## src/scm_pkg.sv

```systemverilog
// constants and types shared by the clock mode select block
package scm_pkg;

    // register offsets
    localparam logic [7:0] OFS_OP_MODE    = 8'h03;
    localparam logic [7:0] OFS_LEG_FORMAT = 8'h04;
    localparam logic [7:0] OFS_RATE_SEL   = 8'h05;
    localparam logic [7:0] OFS_CLK_MUL    = 8'h06;
    localparam logic [7:0] OFS_CLK_DIVN   = 8'h07;
    localparam logic [7:0] OFS_LEG_CFG    = 8'h10;
    localparam logic [7:0] OFS_LEG_DT     = 8'h11;

    // field positions
    localparam int OVERRIDE_BIT  = 4;
    localparam int RATE_SEL_BIT  = 3;
    localparam int MATCH_EN_BIT  = 6;
    localparam int CFG_LONG_BIT  = 0;
    localparam int CFG_YUV_BIT   = 1;

    // operating mode codes
    localparam logic [2:0] MODE_SYNC     = 3'h0;
    localparam logic [2:0] MODE_EXT      = 3'h2;
    localparam logic [2:0] MODE_INTERNAL = 3'h3;
    localparam logic [2:0] MODE_LEGACY   = 3'h5;

    // legacy format codes
    localparam logic [1:0] FMT_NONE    = 2'h0;
    localparam logic [1:0] FMT_RAW10   = 2'h1;
    localparam logic [1:0] FMT_RAW12HF = 2'h2;
    localparam logic [1:0] FMT_RAW12LF = 2'h3;

    // packet data types
    localparam logic [5:0] DT_RAW10   = 6'h2b;
    localparam logic [5:0] DT_RAW12   = 6'h2c;
    localparam logic [5:0] DT_LONG_LO = 6'h10;
    localparam logic [5:0] DT_YUV_LO  = 6'h18;
    localparam logic [5:0] DT_YUV_HI  = 6'h1f;

    // control bus target addresses
    localparam logic [6:0] ADDR_LOW  = 7'h18;
    localparam logic [6:0] ADDR_HIGH = 7'h19;

    // values after reset
    localparam logic [2:0] RST_PREDIV = 3'h2;
    localparam logic [4:0] RST_MUL    = 5'h01;
    localparam logic [7:0] RST_DIVN   = 8'h01;
    localparam logic [7:0] RST_BYTE   = 8'h00;

    // forward channel reference source
    typedef enum logic [1:0] {
        REF_RECOVERED,
        REF_EXTERNAL,
        REF_INTERNAL,
        REF_NONE
    } scm_ref_type;

    typedef enum logic [2:0] {
        ST_IDLE,
        ST_ADDR,
        ST_ACK_A,
        ST_WRITE,
        ST_ACK_W,
        ST_READ,
        ST_ACK_R
    } scm_i2c_state_type;

endpackage

```

## src/scm_i2c_target.sv

```systemverilog
// serial control bus target giving byte access to the register file
`timescale 1ns/1ps
`default_nettype none
module scm_i2c_target
    import scm_pkg::*;
(
    // clock and reset
    input  wire logic       clock_i,
    input  wire logic       reset_n_i,
    // bus pins
    input  wire logic [6:0] dev_addr_i,
    input  wire logic       scl_i,
    input  wire logic       sda_i,
    output logic            sda_oe_o,
    // register side
    output logic            wr_o,
    output logic [7:0]      addr_o,
    output logic [7:0]      wdata_o,
    input  wire logic [7:0] rdata_i
);
    scm_i2c_state_type st_q;
    logic       scl_q;
    logic       sda_q;
    logic [3:0] cnt_q;
    logic [7:0] sr_q;
    logic [7:0] tx_q;
    logic       rw_q;
    logic       first_q;
    logic       rise;
    logic       fall;
    logic       start_c;
    logic       stop_c;

    // previous pin levels for edge and condition detection
    always_ff @(posedge clock_i or negedge reset_n_i) begin
        if (!reset_n_i) begin
            scl_q <= 1'b1;
            sda_q <= 1'b1;
        end else begin
            scl_q <= scl_i;
            sda_q <= sda_i;
        end
    end

    assign rise    = scl_i & ~scl_q;
    assign fall    = ~scl_i & scl_q;
    assign start_c = scl_i & scl_q & sda_q & ~sda_i;
    assign stop_c  = scl_i & scl_q & ~sda_q & sda_i;

    // protocol sequencer, pointer auto-increments after each written or acknowledged read data byte
    always_ff @(posedge clock_i or negedge reset_n_i) begin
        if (!reset_n_i) begin
            st_q    <= ST_IDLE;
            cnt_q   <= 4'h0;
            sr_q    <= 8'h00;
            tx_q    <= 8'hff;
            rw_q    <= 1'b0;
            first_q <= 1'b0;
            wr_o    <= 1'b0;
            addr_o  <= 8'h00;
            wdata_o <= 8'h00;
        end else begin
            wr_o <= 1'b0;
            if (wr_o) begin
                addr_o <= addr_o + 8'h01;
            end
            if (start_c) begin
                st_q    <= ST_ADDR;
                cnt_q   <= 4'h0;
                first_q <= 1'b1;
            end else if (stop_c) begin
                st_q <= ST_IDLE;
            end else begin
                case (st_q)
                    ST_IDLE: begin
                        cnt_q <= 4'h0;
                    end
                    ST_ADDR, ST_WRITE: begin
                        if (rise) begin
                            sr_q  <= {sr_q[6:0], sda_i};
                            cnt_q <= cnt_q + 4'h1;
                        end else if (fall && cnt_q == 4'h8) begin
                            if (st_q == ST_ADDR) begin
                                rw_q <= sr_q[0];
                                st_q <= (sr_q[7:1] == dev_addr_i) ? ST_ACK_A : ST_IDLE;
                            end else begin
                                st_q <= ST_ACK_W;
                                if (first_q) begin
                                    addr_o  <= sr_q;
                                    first_q <= 1'b0;
                                end else begin
                                    wr_o    <= 1'b1;
                                    wdata_o <= sr_q;
                                end
                            end
                        end
                    end
                    ST_ACK_A: begin
                        if (fall) begin
                            cnt_q <= 4'h0;
                            tx_q  <= rdata_i;
                            st_q  <= rw_q ? ST_READ : ST_WRITE;
                        end
                    end
                    ST_ACK_W: begin
                        if (fall) begin
                            cnt_q <= 4'h0;
                            st_q  <= ST_WRITE;
                        end
                    end
                    ST_READ: begin
                        if (fall) begin
                            if (cnt_q == 4'h7) begin
                                st_q <= ST_ACK_R;
                            end else begin
                                tx_q  <= {tx_q[6:0], 1'b1};
                                cnt_q <= cnt_q + 4'h1;
                            end
                        end
                    end
                    ST_ACK_R: begin
                        if (rise) begin
                            if (sda_i) begin
                                st_q <= ST_IDLE;
                            end else begin
                                addr_o <= addr_o + 8'h01;
                            end
                        end else if (fall) begin
                            cnt_q <= 4'h0;
                            tx_q  <= rdata_i;
                            st_q  <= ST_READ;
                        end
                    end
                    default: begin
                        st_q <= ST_IDLE;
                    end
                endcase
            end
        end
    end

    // open drain: enable pulls the line low
    assign sda_oe_o = (st_q == ST_ACK_A) | (st_q == ST_ACK_W) | ((st_q == ST_READ) & ~tx_q[7]);
endmodule
`default_nettype wire

```

## src/scm_clock_mode_select.sv

```systemverilog
// clock mode selection, sensor clock generator and legacy video registers
//
// Behaviour
// - internal mode takes the forward reference from the always-on oscillator.
// - sensor clock output held inactive in internal mode.
// - mode field always shows current mode; read only unless override bit set or set by the same write.
// - override bit set makes mode writable; code 5 selects legacy video.
// - mode strap captured when the power enable pin rises.
// - codes 0 recovered, 2 external, 3 internal, 5 legacy with external clock.
// - format override register forces legacy mode to RAW10 or RAW12.
// - low frequency RAW12 legacy format refused; RAW10 and RAW12 HF accepted.
// - legacy config register sets long packet, YUV and data type handling.
// - with match enable, programmed data type passes in either legacy format.
// - sensor clock equals rate times M over twice predivider times N.
// - sensor clock made by a digital accumulator; low jitter when N/M integral.
// - sensor clock provided in synchronous and external clock modes.
// - address strap chooses one of two seven-bit control bus addresses.
// - registers reached over an I2C-compatible serial control bus.
// - synchronous mode uses the recovered back channel clock as reference.
`timescale 1ns/1ps
`default_nettype none
module scm_clock_mode_select
    import scm_pkg::*;
(
    // clock and reset, reset release is the power enable pin rising
    input  wire logic       clock_i,
    input  wire logic       reset_n_i,
    // straps
    input  wire logic [2:0] mode_strap_i,
    input  wire logic       address_select_strap_i,
    // serial control bus
    input  wire logic       scl_i,
    input  wire logic       sda_i,
    output logic            sda_o,
    output logic            sda_oe_o,
    // clocking controls
    output scm_ref_type     ref_source_o,
    output logic            internal_rate_select_o,
    output logic            sensor_clock_enable_o,
    output logic            sensor_clock_o,
    output logic [6:0]      target_address_o,
    // legacy video path
    output logic            legacy_mode_o,
    output logic [1:0]      legacy_format_o,
    output logic [7:0]      legacy_port_config_o,
    input  wire logic       pkt_valid_i,
    input  wire logic [5:0] pkt_dt_i,
    output logic            pkt_pass_o
);
    logic       captured_q;
    logic [2:0] mode_q;
    logic       override_q;
    logic [1:0] fmt_q;
    logic       rate_sel_q;
    logic [2:0] prediv_q;
    logic [4:0] mul_q;
    logic [7:0] divn_q;
    logic [7:0] cfg_q;
    logic [7:0] dt_q;
    logic       addr_sel_q;
    logic       wr;
    logic [7:0] waddr;
    logic [7:0] wdata;
    logic [7:0] rdata;
    logic [4:0] pre_cnt_q;
    logic [4:0] pre_lim;
    logic       tick;
    logic [8:0] acc_q;
    logic [8:0] acc_sum;
    logic       clk_q;
    logic       pass_q;
    logic       dt_hit;
    logic       mode_wr_ok;

    // control bus target
    scm_i2c_target u_bus (
        .clock_i    (clock_i),
        .reset_n_i  (reset_n_i),
        .dev_addr_i (target_address_o),
        .scl_i      (scl_i),
        .sda_i      (sda_i),
        .sda_oe_o   (sda_oe_o),
        .wr_o       (wr),
        .addr_o     (waddr),
        .wdata_o    (wdata),
        .rdata_i    (rdata)
    );

    assign sda_o = 1'b0; // open drain only ever pulls low

    // straps are caught at the first edge after reset release
    always_ff @(posedge clock_i or negedge reset_n_i) begin
        if (!reset_n_i) begin
            captured_q <= 1'b0;
            addr_sel_q <= 1'b0;
        end else if (!captured_q) begin
            captured_q <= 1'b1;
            addr_sel_q <= address_select_strap_i;
        end
    end

    assign target_address_o = addr_sel_q ? ADDR_HIGH : ADDR_LOW;

    // a write may set the override bit and the mode in one access
    assign mode_wr_ok = override_q | wdata[OVERRIDE_BIT];

    // operating mode field and its override bit
    always_ff @(posedge clock_i or negedge reset_n_i) begin
        if (!reset_n_i) begin
            mode_q     <= MODE_SYNC;
            override_q <= 1'b0;
        end else if (!captured_q) begin
            mode_q <= mode_strap_i;
        end else if (wr && waddr == OFS_OP_MODE) begin
            override_q <= wdata[OVERRIDE_BIT];
            if (mode_wr_ok) begin
                mode_q <= wdata[2:0];
            end
        end
    end

    // legacy format override, low frequency RAW12 writes are dropped
    always_ff @(posedge clock_i or negedge reset_n_i) begin
        if (!reset_n_i) begin
            fmt_q <= FMT_NONE;
        end else if (wr && waddr == OFS_LEG_FORMAT && wdata[1:0] != FMT_RAW12LF) begin
            fmt_q <= wdata[1:0];
        end
    end

    // clocking and legacy configuration registers
    always_ff @(posedge clock_i or negedge reset_n_i) begin
        if (!reset_n_i) begin
            rate_sel_q <= 1'b0;
            prediv_q   <= RST_PREDIV;
            mul_q      <= RST_MUL;
            divn_q     <= RST_DIVN;
            cfg_q      <= RST_BYTE;
            dt_q       <= RST_BYTE;
        end else if (wr) begin
            case (waddr)
                OFS_RATE_SEL: rate_sel_q <= wdata[RATE_SEL_BIT];
                OFS_CLK_MUL: begin
                    prediv_q <= wdata[7:5];
                    mul_q    <= wdata[4:0];
                end
                OFS_CLK_DIVN: divn_q <= wdata;
                OFS_LEG_CFG: cfg_q <= wdata;
                OFS_LEG_DT: dt_q <= {1'b0, wdata[6:0]};
                default: ;
            endcase
        end
    end

    // register read mux, unmapped offsets read zero
    always_comb begin
        case (waddr)
            OFS_OP_MODE:    rdata = {3'h0, override_q, 1'b0, mode_q};
            OFS_LEG_FORMAT: rdata = {6'h00, fmt_q};
            OFS_RATE_SEL:   rdata = {4'h0, rate_sel_q, 3'h0};
            OFS_CLK_MUL:    rdata = {prediv_q, mul_q};
            OFS_CLK_DIVN:   rdata = divn_q;
            OFS_LEG_CFG:    rdata = cfg_q;
            OFS_LEG_DT:     rdata = dt_q;
            default:        rdata = 8'h00;
        endcase
    end

    // reference source decode
    always_comb begin
        case (mode_q)
            MODE_SYNC:     ref_source_o = REF_RECOVERED;
            MODE_EXT:      ref_source_o = REF_EXTERNAL;
            MODE_INTERNAL: ref_source_o = REF_INTERNAL;
            MODE_LEGACY:   ref_source_o = REF_EXTERNAL;
            default:       ref_source_o = REF_NONE;
        endcase
    end

    assign internal_rate_select_o = rate_sel_q;
    assign legacy_mode_o          = (mode_q == MODE_LEGACY);
    assign legacy_format_o        = fmt_q;
    assign legacy_port_config_o   = cfg_q;

    // sensor clock only in modes that have an outside reference
    assign sensor_clock_enable_o = (mode_q == MODE_SYNC) | (mode_q == MODE_EXT)
                                 | (mode_q == MODE_LEGACY);

    // predivider: code k divides by two to the k, capped at 16
    assign pre_lim = (prediv_q > 3'h4) ? 5'h0f : 5'((5'h01 << prediv_q) - 5'h01);

    // predivider enable pulse
    always_ff @(posedge clock_i or negedge reset_n_i) begin
        if (!reset_n_i) begin
            pre_cnt_q <= 5'h00;
        end else if (!sensor_clock_enable_o || pre_cnt_q >= pre_lim) begin
            pre_cnt_q <= 5'h00;
        end else begin
            pre_cnt_q <= pre_cnt_q + 5'h01;
        end
    end

    assign tick    = sensor_clock_enable_o && pre_cnt_q >= pre_lim;
    assign acc_sum = acc_q + {4'h0, mul_q};

    // fractional accumulator, one half period per overflow past N
    always_ff @(posedge clock_i or negedge reset_n_i) begin
        if (!reset_n_i) begin
            acc_q <= 9'h000;
            clk_q <= 1'b0;
        end else if (!sensor_clock_enable_o) begin
            acc_q <= 9'h000;
            clk_q <= 1'b0;
        end else if (tick && divn_q != 8'h00) begin
            if (acc_sum >= {1'b0, divn_q}) begin
                acc_q <= acc_sum - {1'b0, divn_q};
                clk_q <= ~clk_q;
            end else begin
                acc_q <= acc_sum;
            end
        end
    end

    assign sensor_clock_o = clk_q;

    // legacy packet filter
    always_comb begin
        dt_hit = 1'b0;
        if (dt_q[MATCH_EN_BIT] && pkt_dt_i == dt_q[5:0]) begin
            dt_hit = 1'b1;
        end
        if (fmt_q == FMT_RAW10 && pkt_dt_i == DT_RAW10) begin
            dt_hit = 1'b1;
        end
        if (fmt_q == FMT_RAW12HF && pkt_dt_i == DT_RAW12) begin
            dt_hit = 1'b1;
        end
        if (cfg_q[CFG_LONG_BIT] && pkt_dt_i >= DT_LONG_LO) begin
            dt_hit = 1'b1;
        end
        if (cfg_q[CFG_YUV_BIT] && pkt_dt_i >= DT_YUV_LO && pkt_dt_i <= DT_YUV_HI) begin
            dt_hit = 1'b1;
        end
    end

    // pass decision registered one cycle after the packet header
    always_ff @(posedge clock_i or negedge reset_n_i) begin
        if (!reset_n_i) begin
            pass_q <= 1'b0;
        end else begin
            pass_q <= pkt_valid_i & legacy_mode_o & dt_hit;
        end
    end

    assign pkt_pass_o = pass_q;
endmodule
`default_nettype wire

```

## config.mk

```make
export PLATFORM = sky130hd
export DESIGN_NAME = scm_clock_mode_select
export DESIGN_NICKNAME = d
export VERILOG_FILES = /design/src/scm_pkg.sv /design/src/scm_i2c_target.sv /design/src/scm_clock_mode_select.sv
export SDC_FILE = /design/constraint.sdc
export NUM_CORES = 1
export LEC_CHECK = 0
export BUFFER_PORTS_ARGS = -buffer_cell sky130_fd_sc_hd__buf_2
export CAP_MARGIN = 10
export CORE_ASPECT_RATIO = 0.8
export CORE_MARGIN = 4
export CORE_UTILIZATION = 40
export CTS_CLUSTER_SIZE = 30
export DETAILED_ROUTE_END_ITERATION = 12
export PLACE_DENSITY = 0.69
export SLEW_MARGIN = 30
export SYNTH_ARGS = -nofsm -noshare
export SYNTH_HDL_FRONTEND = slang
export SYNTH_SLANG_ARGS = --single-unit
```

## constraint.sdc

```tcl
create_clock -name clock_i -period 3.6 [get_ports clock_i]
set_input_delay 0.18 -clock clock_i [delete_from_list [all_inputs] [get_ports clock_i]]
set_output_delay 0.18 -clock clock_i [all_outputs]
set_load 0.05 [all_outputs]
```

Yosys cells after proc, flatten, opt, wreduce, memory -nomap -nowiden
Cells that the tools add are included.

cells by class
  reductions and logical operators = 39
  add/subtract/negate cells = 6
  muxes and demuxes = 70
  equality and inequality tests = 48
  shifts and indexed selects = 1
  bitwise gates (word level) = 26
  $lt $le $gt $ge = 6

operators with widths
  kind                  count
  $mux W8               13
  $pmux W8 S7           1
  $mux W3               16
  $eq A8 B3 Y1 const B  4
  $mux W4               7
  $mux W9               3
  $pmux W8 S3           1
  $mux W1               22
  $ne A4 B1 Y1 const B  5
  $pmux W4 S5           1
  $pmux W3 S6           1
  $reduce_and A6 Y1     3
  $eq A8 B5 Y1 const B  2
  $pmux W8 S2           1
  $reduce_and A2 Y1     8
  $ne A2 B1 Y1 const B  7
  $eq A3 B2 Y1 const B  4
  $eq A3 B3 Y1 const B  4
  $eq A6 B6 Y1 const B  2
  $ge A6 B5 Y1 const B  2
  $logic_and A1 B1 Y1   12
  $not A1 Y1            11
  $and A1 B1 Y1         10
  $mux W5               2
  41 further kinds      54

storage, ports and cells
  flip-flop bits (word level) = 100
  bits of input ports = 15
  output and inout bits = 26
  word-level logic and storage cells = 222

Longest topological paths before layout
Gate-level depths: netlist of run 1.

  depth in word-level cells = 9
  mapped depth = 14
  mapped depth without buffers = 14

Modules after synthesis
Synthesis of run 1 repeated with hierarchy kept, for this count alone.

unflattened totals
  cells, all modules = 637
  area total of the unflattened synthesis = 6,294.8 um^2

modules (own cells, without submodules)
  module                 area each (um^2)  cells each  sequential area each (um^2)  instances
  scm_clock_mode_select  3,634.7           357         1,405.1                      1
  scm_i2c_target         2,660.1           280         1,113.6                      1

Worst setup path after synthesis of run 1
OpenSTA, ideal clock, no wires.

  path type = register -> register
  start point = reg mul_q[0]
  end point = reg acc_q[5]
  period minus slack after synthesis = 3.657 ns
  slack = -0.057 ns
  setup time = 0.086 ns
  buffers on the path = 0
  data arrival time = 3.571 ns
  cell stages (with the launch flop) = 15
  required time = 3.514 ns
  path through = dfstp_2 > ha_1 > inv_1 > fa_1 > nand2b_1 > a21oi_1 > o21ai_0 > xnor2_1 > ha_1 > a2111oi_0 > inv_1 > o221ai_1 > nand3_4 > or4_1 > a31oi_1

between the ends
  word-level cells in the longest chain between the ends = 5
  elaborated cells between the ends (all ways) = 6
  those cells by class = 2 x add/sub; 1 x order compare; 3 x mux

ends and longest elaborated chain
  what                                                  line                                                        text
  start: declaration                                    scm_clock_mode_select.sv:56                                 logic [4:0] mul_q;
  start signal: assignment                              scm_clock_mode_select.sv:145                                mul_q <= wdata[4:0];
  $add A9 B5 Y9 *                                       scm_clock_mode_select.sv:204                                assign acc_sum = acc_q + {4'h0, mul_q};
  $sub A9 B8 Y9 / $ge A9 B8 Y1 (equally long branches)  scm_clock_mode_select.sv:216, scm_clock_mode_select.sv:215
  $mux W9 *                                             scm_clock_mode_select.sv:215                                if (acc_sum >= {1'b0, divn_q}) begin
  $mux W9 *                                             scm_clock_mode_select.sv:214                                end else if (tick && divn_q != 8'h00) begin
  $mux W9 *                                             scm_clock_mode_select.sv:211                                end else if (!sensor_clock_enable_o) begin
  end signal: assignment                                scm_clock_mode_select.sv:216                                acc_q <= acc_sum - {1'b0, divn_q};
  end signal: assignment                                scm_clock_mode_select.sv:219                                acc_q <= acc_sum;
  end: declaration                                      scm_clock_mode_select.sv:68                                 logic [8:0] acc_q;

Mark *: on every way between the ends. The rest lies on a longest branch, timed or not. The select of a mux whose other input is x is not followed.
A chain may end at the register's enable or synchronous reset.

Final worst setup path of run 1
  start point = reg mul_q[0]
  end point = reg acc_q[3]

The elaborated chain is that of the path after synthesis.

==> results of run 1 <==
-- worst reg2reg max path: stages (launching register included) --
cell	delay, ns
dfstp_2	0.57
ha_4	0.15
inv_1	0.05
fa_2	0.34
nand2b_4	0.16
a21oi_4	0.13
o21ai_1	0.10
xnor2_1	0.16
ha_1	0.37
buf_6	0.15
a21o_1	0.19
o221ai_4	0.15
buf_4	0.16
and3_4	0.19
or3_1	0.35
a31oi_1	0.17
-- area by class of cell --
cell class	count	share of cell area
tap	210	0.0372
clock inverter	5	0.00850
multi-input combinational	481	0.506
sequential	100	0.357
clock buffer	11	0.0358
inverter	28	0.0149
timing repair buffer	47	0.0406
-- registers in the layout, indices dropped and copies added, names as in the netlist, 2 cells and up --
signal                count
acc_q                     9
divn_q                    8
legacy_port_config_o      8
u_bus.addr_o              8
u_bus.sr_q                8
u_bus.tx_q                8
u_bus.wdata_o             8
dt_q                      7
mul_q                     5
pre_cnt_q                 5
u_bus.cnt_q               4
mode_q                    3
prediv_q                  3
u_bus.st_q                3
legacy_format_o           2
-- timing repair --
| item | 4_1_cts | 5_1_grt |
|---|---|---|
| hold endpoints to repair | 0 | 65 |
| pin swaps | 4 | 4 |
| endpoints found under the setup margin | 8 | 10 |
| hold buffers | 0 | 1 |
| buffers inserted | 5 | 1 |
| resized for setup | 6 | 12 |
-- synth_stat cells (all sizes together), types with 9 or more instances --
cell	number
nor2	39
a21o	9
xnor2	21
nand3	26
o21ai	42
clkbuf	18
nand2b	11
buf	12
nor2b	10
dfstp	13
nand2	50
dfrtp	87
xor2	9
inv	28
o221ai	9
mux2i	12
a21oi	29
ha	26
mux2	53
-- through the flow --
stage	instances	hold WS [ns]
2_1_floorplan	639	-0.116
3_3_place_gp	859	0.355
3_5_place_dp	859	0.363
4_1_cts	880	0.00104
5_1_grt	882	0.0107
6_report	882	0.0127
-- power by group --
group          switching, mW  internal (mW)
Combinational          0.496          0.303
Sequential             0.217           1.25
Clock                  0.420          0.578
Total                   1.13           2.13
-- per-layer routing --
metal	share of wire	GRT usage	vias to the layer above
met2	0.46	0.274	188
met3	0.059	0.0257	17
met4	0.012	0.0402	0
met5	0	0	-
met1	0.47	0.253	2521
li1	-	-	2373
-- cell families (layout without fill, tap and decap cells) --
kind of cell             count (synthesis)  after routing  share of synthesized area
AND/OR/NAND/NOR                        188            188                      0.162
flip-flops                             100            100                      0.404
AO/OA/AOI/OAI                          162            162                      0.177
XOR/XNOR                                30             30                     0.0422
other                                    2              8                    0.00121
buffers and inverters                   58             91                     0.0404
adder cells (fa/ha/maj)                 28             28                     0.0586
multiplexers                            65             65                      0.115
-- final timing paths --
| path | slack (ns) | endpoint |
|---|---|---|
| worst max-delay path | 0.15 | acc_q[3] |
| worst min-delay path | 0.01 | u_bus.sda_q |
| worst max register to register | 0.15 | acc_q[3] |
| worst min register to register | 0.48 | u_bus.tx_q[7] |
| max in group asynchronous | 2.45 | legacy_format_o[0] |
| min in group asynchronous | 0.40 | u_bus.addr_o[3] |
==> impl_metrics.csv, run 1 <==
group,metric,value,unit
run_status,status,"finished, final reports clean",
worst_setup_path,crit_family,"adder cells",
route,via_count,5099,
grt,track_usage,0.174,
grt,grt_max_degree,80,
timing,skew,0.0121,ns
timing,setup_viol,0,
floorplan,dieHeight,120,um
job,drv_cap,0,
floorplan,dieArea,0.0177,sq mm
hold_path,hold_path.class,"input port to register",
clock_network,cts_tree,"yes",
hold_path,worstHoldStart,"sda_i",
clock_network,ctsLongestPathBuffers,2,
finish,regArea,0.00252,sq mm
finish,multi_input_area,0.00358,sq mm
synth,ys_top_cells_by_area,"dfrtp_1 35%, mux2_2 9.6%, dfstp_2 5.5%",
power,leakage,3.07,nW
synth,yosysTopAreaCell,"dfrtp_1",
worst_setup_path,cp_max_fo,6,
power,power,3.26,mW
finish,num_antenna_cells,0,
route,wl_per_cell,17.5,um
route,firstDrtPassIters,4,
power,pwr_density_cell,462,mW/mm^2
worst_setup_path,worst-setup-path-type,"register to register",
synth,netlist_area,0.00623,sq mm
finish,layout-drive-gt1-share,0.225,
timing,slew_violations,0,
placement,dpl.hpwl,11400,um
clock_network,clk_pin_slew,0.07,ns
worst_setup_path,cp.depth,15,
grt,grt_pass1_vias,4843,
worst_setup_path,crit_path_end_kind,"register",
synth,synthArstFlopShare,1.00,
worst_setup_path,cpMaxStageDelayCell,"dfstp_2",
synth,post-synth-top-area-fraction,0.349,
worst_setup_path,reg2reg_depth,15,
synth,yosysSeqAreaShare,0.404,
worst_setup_path,cp_num_buf_inv,3,
floorplan,io_pins,41,
finish,final_core_util,0.466,
finish,final_nets,710,
floorplan,initial_core_util,0.411,
synth,synthFlopType,"dfrtp_1",
timing,min_period,3.45,ns
worst_setup_path,crit_start,"mul_q[0]",
route,via_per_inst,5.78,
clock_network,clk_latency,0.34,ns
route,antenna_left,0,
power,max-vdd-ir-drop,243,uV
timing,worst-slew-pin-transition,0.745,ns
floorplan,rows,40,
route,drc,0,
synth,synth_edf_count,0,
worst_setup_path,cp.arrival,3.71,ns
worst_setup_path,slowest_delay,0.57,ns
worst_setup_path,timing.rr.start,"mul_q[0]",
finish,design_area,0.00706,sq mm
timing,finalSetupTns,0,ns
timing,fmax,0.290,GHz
finish,final_common_cell,"dfrtp_1",
floorplan,core_area,0.0152,sq mm
placement,place.gp.congestion,0.880,
timing,timing.slew.headroom,0.499,
hold_path,hold_depth,1,
clock_network,cts_sinks,100,
timing,setup_ws,0.152,ns
placement,portBuffers,33,
clock_network,root_buffer,"clkbuf_16",
placement,dpl_cell_area,0.00660,sq mm
placement,place_ws,-0.126,ns
timing,hold_viol,0,
clock_network,h-tree-depth,3,
route,finalWirelength,15500,um
worst_setup_path,crit_required,3.86,ns
grt,antenna_found_initial,0,
synth,ys_ff_latch,100,
grt,gr-total-overflow,0,
timing,period_share,0.958,
synth,ys_warn_count,0,
synth,yosys.cell_types.count,72,
finish,fillers,1380,
synth,syn_inst,633,
floorplan,die-width,148,um
synth,avgSynthCellArea,9.84,sq um
worst_setup_path,crit_chain,"ha_4 -> inv_1 -> fa_2 -> nand2b_4 -> a21oi_4 -> o21ai_1 -> xnor2_1 -> ha_1 -> buf_6 -> a21o_1 -> o221ai_4 -> buf_4 -> and3_4 -> or3_1 -> a31oi_1",
grt,grt_pass1_wl,25100,um
worst_setup_path,start_kind,"register",
clock_network,numCtsBuffers,9,
finish,mostFrequentLayoutCells,"87 x dfrtp_1, 53 x mux2_2, 50 x nand2_1, 39 x nor2_1, 34 x o21ai_0",
route,drtIter0Drc,397,
finish,syn_to_final_growth,13.3,%
(Power assumes the default switching activity.)
==> inputs of run 2 (changes only) <==
--- a/config.mk
+++ b/config.mk
@@ -12,7 +12,8 @@
 export CORE_UTILIZATION = 40
 export CTS_CLUSTER_SIZE = 30
 export DETAILED_ROUTE_END_ITERATION = 12
-export PLACE_DENSITY = 0.69
+export PLACE_DENSITY = 0.57
+export SKIP_CTS_REPAIR_TIMING = 1
 export SLEW_MARGIN = 30
 export SYNTH_ARGS = -nofsm -noshare
 export SYNTH_HDL_FRONTEND = slang
==> run 2 against run 1 <==
  * Sequential power hardly changed
  * Largest power group unchanged
  * Power rose by 0.35%
  * Cell area shrank 0.48%
  * Critical endpoint unchanged
==> impl_metrics.csv, run 2 (synthesis results as in run 1) <==
group,metric,value,unit
finish,num_antenna_cells,0,
worst_setup_path,crit_family,"adder cells",
worst_setup_path,cp.arrival,3.80,ns
placement,portBuffers,33,
worst_setup_path,crit_required,3.88,ns
grt,grt_max_degree,83,
power,power,3.27,mW
clock_network,cts_sinks,100,
finish,multi_input_area,0.00355,sq mm
route,firstDrtPassIters,5,
finish,regArea,0.00252,sq mm
clock_network,ctsLongestPathBuffers,2,
worst_setup_path,cp_max_fo,6,
worst_setup_path,r2r_setup_slack,0.08,ns
floorplan,rows,40,
grt,grt_pass1_vias,4774,
worst_setup_path,worst-setup-path-type,"register to register",
hold_path,worstHoldStart,"sda_i",
timing,period_share,0.978,
worst_setup_path,slowest_delay,0.55,ns
grt,antenna_found_initial,0,
grt,gr-total-overflow,0,
finish,final_nets,710,
finish,largest_reg_flops,9,
route,antenna_left,0,
placement,place.gp.congestion,0.880,
floorplan,io_pins,41,
worst_setup_path,cpMaxStageDelayCell,"dfstp_2",
worst_setup_path,crit_chain,"ha_2 -> inv_1 -> fa_2 -> nand2b_4 -> a21oi_2 -> o21ai_1 -> xnor2_1 -> ha_1 -> buf_6 -> a21o_1 -> o221ai_4 -> buf_4 -> and3_2 -> or3_1 -> a31oi_1",
worst_setup_path,timing.rr.start,"mul_q[0]",
clock_network,clk_pin_slew,0.07,ns
placement,place_ws,-0.0593,ns
worst_setup_path,cp_num_buf_inv,3,
route,drtIter0Drc,408,
run_status,status,"finished, final reports clean",
finish,mostFrequentLayoutCells,"87 x dfrtp_1, 53 x mux2_2, 50 x nand2_1, 39 x nor2_1, 33 x o21ai_0",
timing,skew,0.00890,ns
timing,fmax,0.284,GHz
route,via_per_inst,5.68,
placement,dpl.hpwl,12100,um
timing,timing.slew.headroom,0.465,
placement,dp.cells,861,
power,max-vdd-ir-drop,228,uV
finish,final_common_cell,"dfrtp_1",
floorplan,dieHeight,120,um
floorplan,die-width,148,um
timing,hold_ws,0.0190,ns
hold_path,holdPathEnd,"u_bus.sda_q",
clock_network,cts_tree,"yes",
power,pwr_density_cell,466,mW/mm^2
timing,slew_violations,0,
timing,setup_viol,0,
finish,syn_to_final_growth,12.8,%
floorplan,core_area,0.0152,sq mm
worst_setup_path,crit_start,"mul_q[0]",
finish,layout-drive-gt1-share,0.219,
job,drv_cap,0,
floorplan,dieArea,0.0177,sq mm
worst_setup_path,crit_path_end_kind,"register",
grt,track_usage,0.184,
route,wl_per_cell,18.1,um
worst_setup_path,rr_endpoint,"acc_q[3]",
finish,regMostFlops,"acc_q",
worst_setup_path,reg2reg_depth,15,
worst_setup_path,start_kind,"register",
clock_network,numCtsBuffers,9,
finish,fin_cells,882,
timing,worst-slew-pin-transition,0.795,ns
clock_network,root_buffer,"clkbuf_16",
clock_network,clk_latency,0.36,ns
timing,setup_ws,0.0786,ns
clock_network,h-tree-depth,3,
route,finalWirelength,15900,um
timing,min_period,3.52,ns
route,via_count,5007,
power,leakage,3.06,nW
grt,grt_pass1_wl,26000,um
finish,fillers,1469,
route,drc,0,
hold_path,hold_path.class,"input port to register",
timing,hold_viol,0,
floorplan,initial_core_util,0.411,
hold_path,hold_depth,1,
## run 2: worst max-delay path by stage
stage                          end  slack, ns  cells past startpoint
after CTS                 acc_q[3]      -0.07                     15
after global routing      acc_q[3]      -0.02                     15
after floorplan           acc_q[5]       0.03                     14
after detailed placement  acc_q[3]      -0.06                     15
final                     acc_q[3]       0.08                     15
after global placement    acc_q[3]       0.03                     15
## run 2: cell type report
| type | count | area share |
|---|---|---|
| Tap cell | 210 | 0.0374 |
| Multi-Input combinational cell | 481 | 0.505 |
| Clock inverter | 4 | 0.00783 |
| Clock buffer | 12 | 0.0351 |
| Inverter | 28 | 0.0150 |
| Timing Repair Buffer | 47 | 0.0411 |
| Sequential cell | 100 | 0.358 |
## run 2: metal layers
layer	global-route usage	part of all wire	vias to the layer above
met4	0.0588	0.017	0
met1	0.282	0.52	2473
met2	0.252	0.41	138
met5	0	0	-
met3	0.0442	0.051	21
li1	-	-	2375
## run 2: power by group
group	total (mW)	internal (mW)	switching [mW]
Combinational	0.803	0.303	0.500
Sequential	1.47	1.25	0.222
Clock	1.00	0.564	0.437
Total	3.27	2.11	1.16
## run 2: per-stage QoR
step	instance area, sq um	setup TNS, ns	utilization
finish	7030	0	0.463
detailed placement	6620	-0.0710	0.436
global route	7030	-0.0325	0.463
CTS	6920	-0.120	0.456
floorplan	6260	0	-
global placement	6610	0	0.436
==> inputs of run 3 (changes only) <==
--- a/config.mk
+++ b/config.mk
@@ -13,6 +13,7 @@
 export CTS_CLUSTER_SIZE = 30
 export DETAILED_ROUTE_END_ITERATION = 12
 export PLACE_DENSITY = 0.57
+export REMOVE_ABC_BUFFERS = 1
 export SKIP_CTS_REPAIR_TIMING = 1
 export SLEW_MARGIN = 30
 export SYNTH_ARGS = -nofsm -noshare
==> run 3 against run 2 <==
  * Flip-flop and latch count did not move
  * Via count rose by 0.32%
  * Count of clock-buffer cells in the layout is 1 lower
  * Combinational power is essentially flat
  * Critical path type unchanged
  * Largest cell class unchanged
  * Largest power group unchanged
==> impl_metrics.csv, run 3 (synthesis results as in run 1) <==
group,metric,value,unit
worst_setup_path,cp_max_fo,6,
placement,portBuffers,33,
finish,regMostFlops,"acc_q",
floorplan,core_area,0.0152,sq mm
clock_network,clk_latency,0.36,ns
route,antenna_left,0,
grt,grt_pass1_wl,26000,um
clock_network,h-tree-depth,3,
worst_setup_path,slowest_delay,0.56,ns
route,firstDrtPassIters,5,
worst_setup_path,r2r_setup_slack,0.11,ns
placement,dpl.hpwl,11800,um
route,drc,0,
grt,track_usage,0.184,
clock_network,ctsLongestPathBuffers,2,
grt,gr-total-overflow,0,
finish,fillers,1473,
finish,mostFrequentLayoutCells,"87 x dfrtp_1, 53 x mux2_2, 50 x nand2_1, 39 x nor2_1, 34 x o21ai_0",
timing,setup_viol,0,
clock_network,cts_sinks,100,
timing,min_period,3.49,ns
route,wl_per_cell,18.0,um
clock_network,numCtsBuffers,9,
timing,skew,0.00862,ns
timing,slew_violations,0,
timing,period_share,0.968,
worst_setup_path,crit_chain,"ha_4 -> inv_1 -> fa_2 -> nand2b_4 -> a21oi_2 -> o21ai_2 -> xnor2_2 -> ha_1 -> buf_6 -> o211a_1 -> o221ai_2 -> buf_4 -> buf_4 -> and3_4 -> or3_1 -> a31oi_1",
worst_setup_path,rr_endpoint,"acc_q[3]",
power,pwr_density_cell,455,mW/mm^2
hold_path,worstHoldStart,"address_select_strap_i",
floorplan,initial_core_util,0.411,
floorplan,die-width,148,um
floorplan,rows,40,
power,leakage,3.07,nW
power,max-vdd-ir-drop,270,uV
clock_network,clk_pin_slew,0.07,ns
grt,grt_max_degree,50,
worst_setup_path,start_kind,"register",
worst_setup_path,cpMostUsedCell,"buf_4",
worst_setup_path,cpMaxStageDelayCell,"dfstp_2",
worst_setup_path,crit_start,"mul_q[0]",
clock_network,cts_tree,"yes",
worst_setup_path,crit_required,3.87,ns
finish,layout-drive-gt1-share,0.223,
timing,fmax,0.287,GHz
finish,syn_to_final_growth,13.0,%
worst_setup_path,worst-setup-path-type,"register to register",
clock_network,root_buffer,"clkbuf_16",
placement,place.gp.congestion,0.872,
finish,num_antenna_cells,0,
floorplan,io_pins,41,
route,finalWirelength,16000,um
hold_path,holdPathEnd,"addr_sel_q",
timing,hold_ws,0.0553,ns
floorplan,dieArea,0.0177,sq mm
finish,largest_reg_flops,9,
route,via_per_inst,5.67,
worst_setup_path,reg2reg_depth,16,
finish,final_nets,714,
route,drtIter0Drc,357,
worst_setup_path,crit_path_end_kind,"register",
hold_path,hold_path.class,"input port to register",
timing,hold_viol,0,
grt,grt_pass1_vias,4827,
finish,final_common_cell,"dfrtp_1",
worst_setup_path,crit_family,"adder cells",
grt,antenna_found_initial,0,
floorplan,dieHeight,120,um
timing,finalSetupTns,0,ns
worst_setup_path,cp_num_buf_inv,4,
hold_path,hold_depth,2,
worst_setup_path,timing.rr.start,"mul_q[0]",
worst_setup_path,cp.arrival,3.76,ns
timing,timing.slew.headroom,0.481,
timing,worst-slew-pin-transition,0.772,ns
route,via_count,5023,
run_status,status,"finished, final reports clean",
job,drv_cap,0,
-- run 3: changes by cell type in the layout (fill, tap and decap cells not counted), moves of 2 or more --
| cell | delta |
|---|---|
| buf_4 | +4 |
| clkinvlp_4 | +2 |
| o21ai_1 | -2 |
| ha_2 | -2 |
-- run 3: per-layer routing --
metal  vias up  track usage  part of all wire
li1       2385            -                 -
met1      2463        0.274              0.49
met2       154        0.270              0.43
met3        21       0.0381             0.060
met4         0       0.0536             0.015
met5         -            0                 0
-- run 3: layout make-up --
type                            count  area, sq um  share of cell area
Sequential cell                   100         2520               0.358
Multi-Input combinational cell    481         3550               0.505
Timing Repair Buffer               51          318              0.0452
Tap cell                          210          263              0.0373
Inverter                           28          105              0.0149
Clock inverter                      5         36.3             0.00516
Clock buffer                       11          243              0.0345
-- run 3: metrics by stage --
step	setup slack [ns]	cell area [sq um]	cells	total power [mW]	util
6_report	0.114	7040	886	3.21	0.464
5_1_grt	-0.00311	7040	886	3.39	0.464
4_1_cts	-0.104	6910	881	3.22	0.456
3_5_place_dp	-0.0869	6640	865	2.27	0.438
3_3_place_gp	0.0141	6640	865	2.25	0.438
2_1_floorplan	-0.0717	6110	609	2.00	-
-- run 3: how the worst max path moves through the flow --
stage,slack (ns),end,cells after the start
after floorplan,-0.07,acc_q[5],14
after global placement,0.01,acc_q[0],16
after detailed placement,-0.09,acc_q[5],15
after CTS,-0.10,acc_q[1],16
after global routing,-0.003,acc_q[3],16
final,0.11,acc_q[3],16
-- run 3: where the power goes --
part           switching, mW  internal, mW
sequential             0.223          1.25
clock                  0.445         0.490
combinational          0.498         0.304
-- run 3: worst reg2reg max path, cell delays in order (launching register included) --
cell      delay (ns)
dfstp_2         0.56
ha_4            0.13
inv_1           0.04
fa_2            0.33
nand2b_4        0.15
a21oi_2         0.17
o21ai_2         0.09
xnor2_2         0.17
ha_1            0.37
buf_6           0.14
o211a_1         0.17
o221ai_2        0.10
buf_4           0.16
buf_4           0.13
and3_4          0.18
or3_1           0.35
a31oi_1         0.16
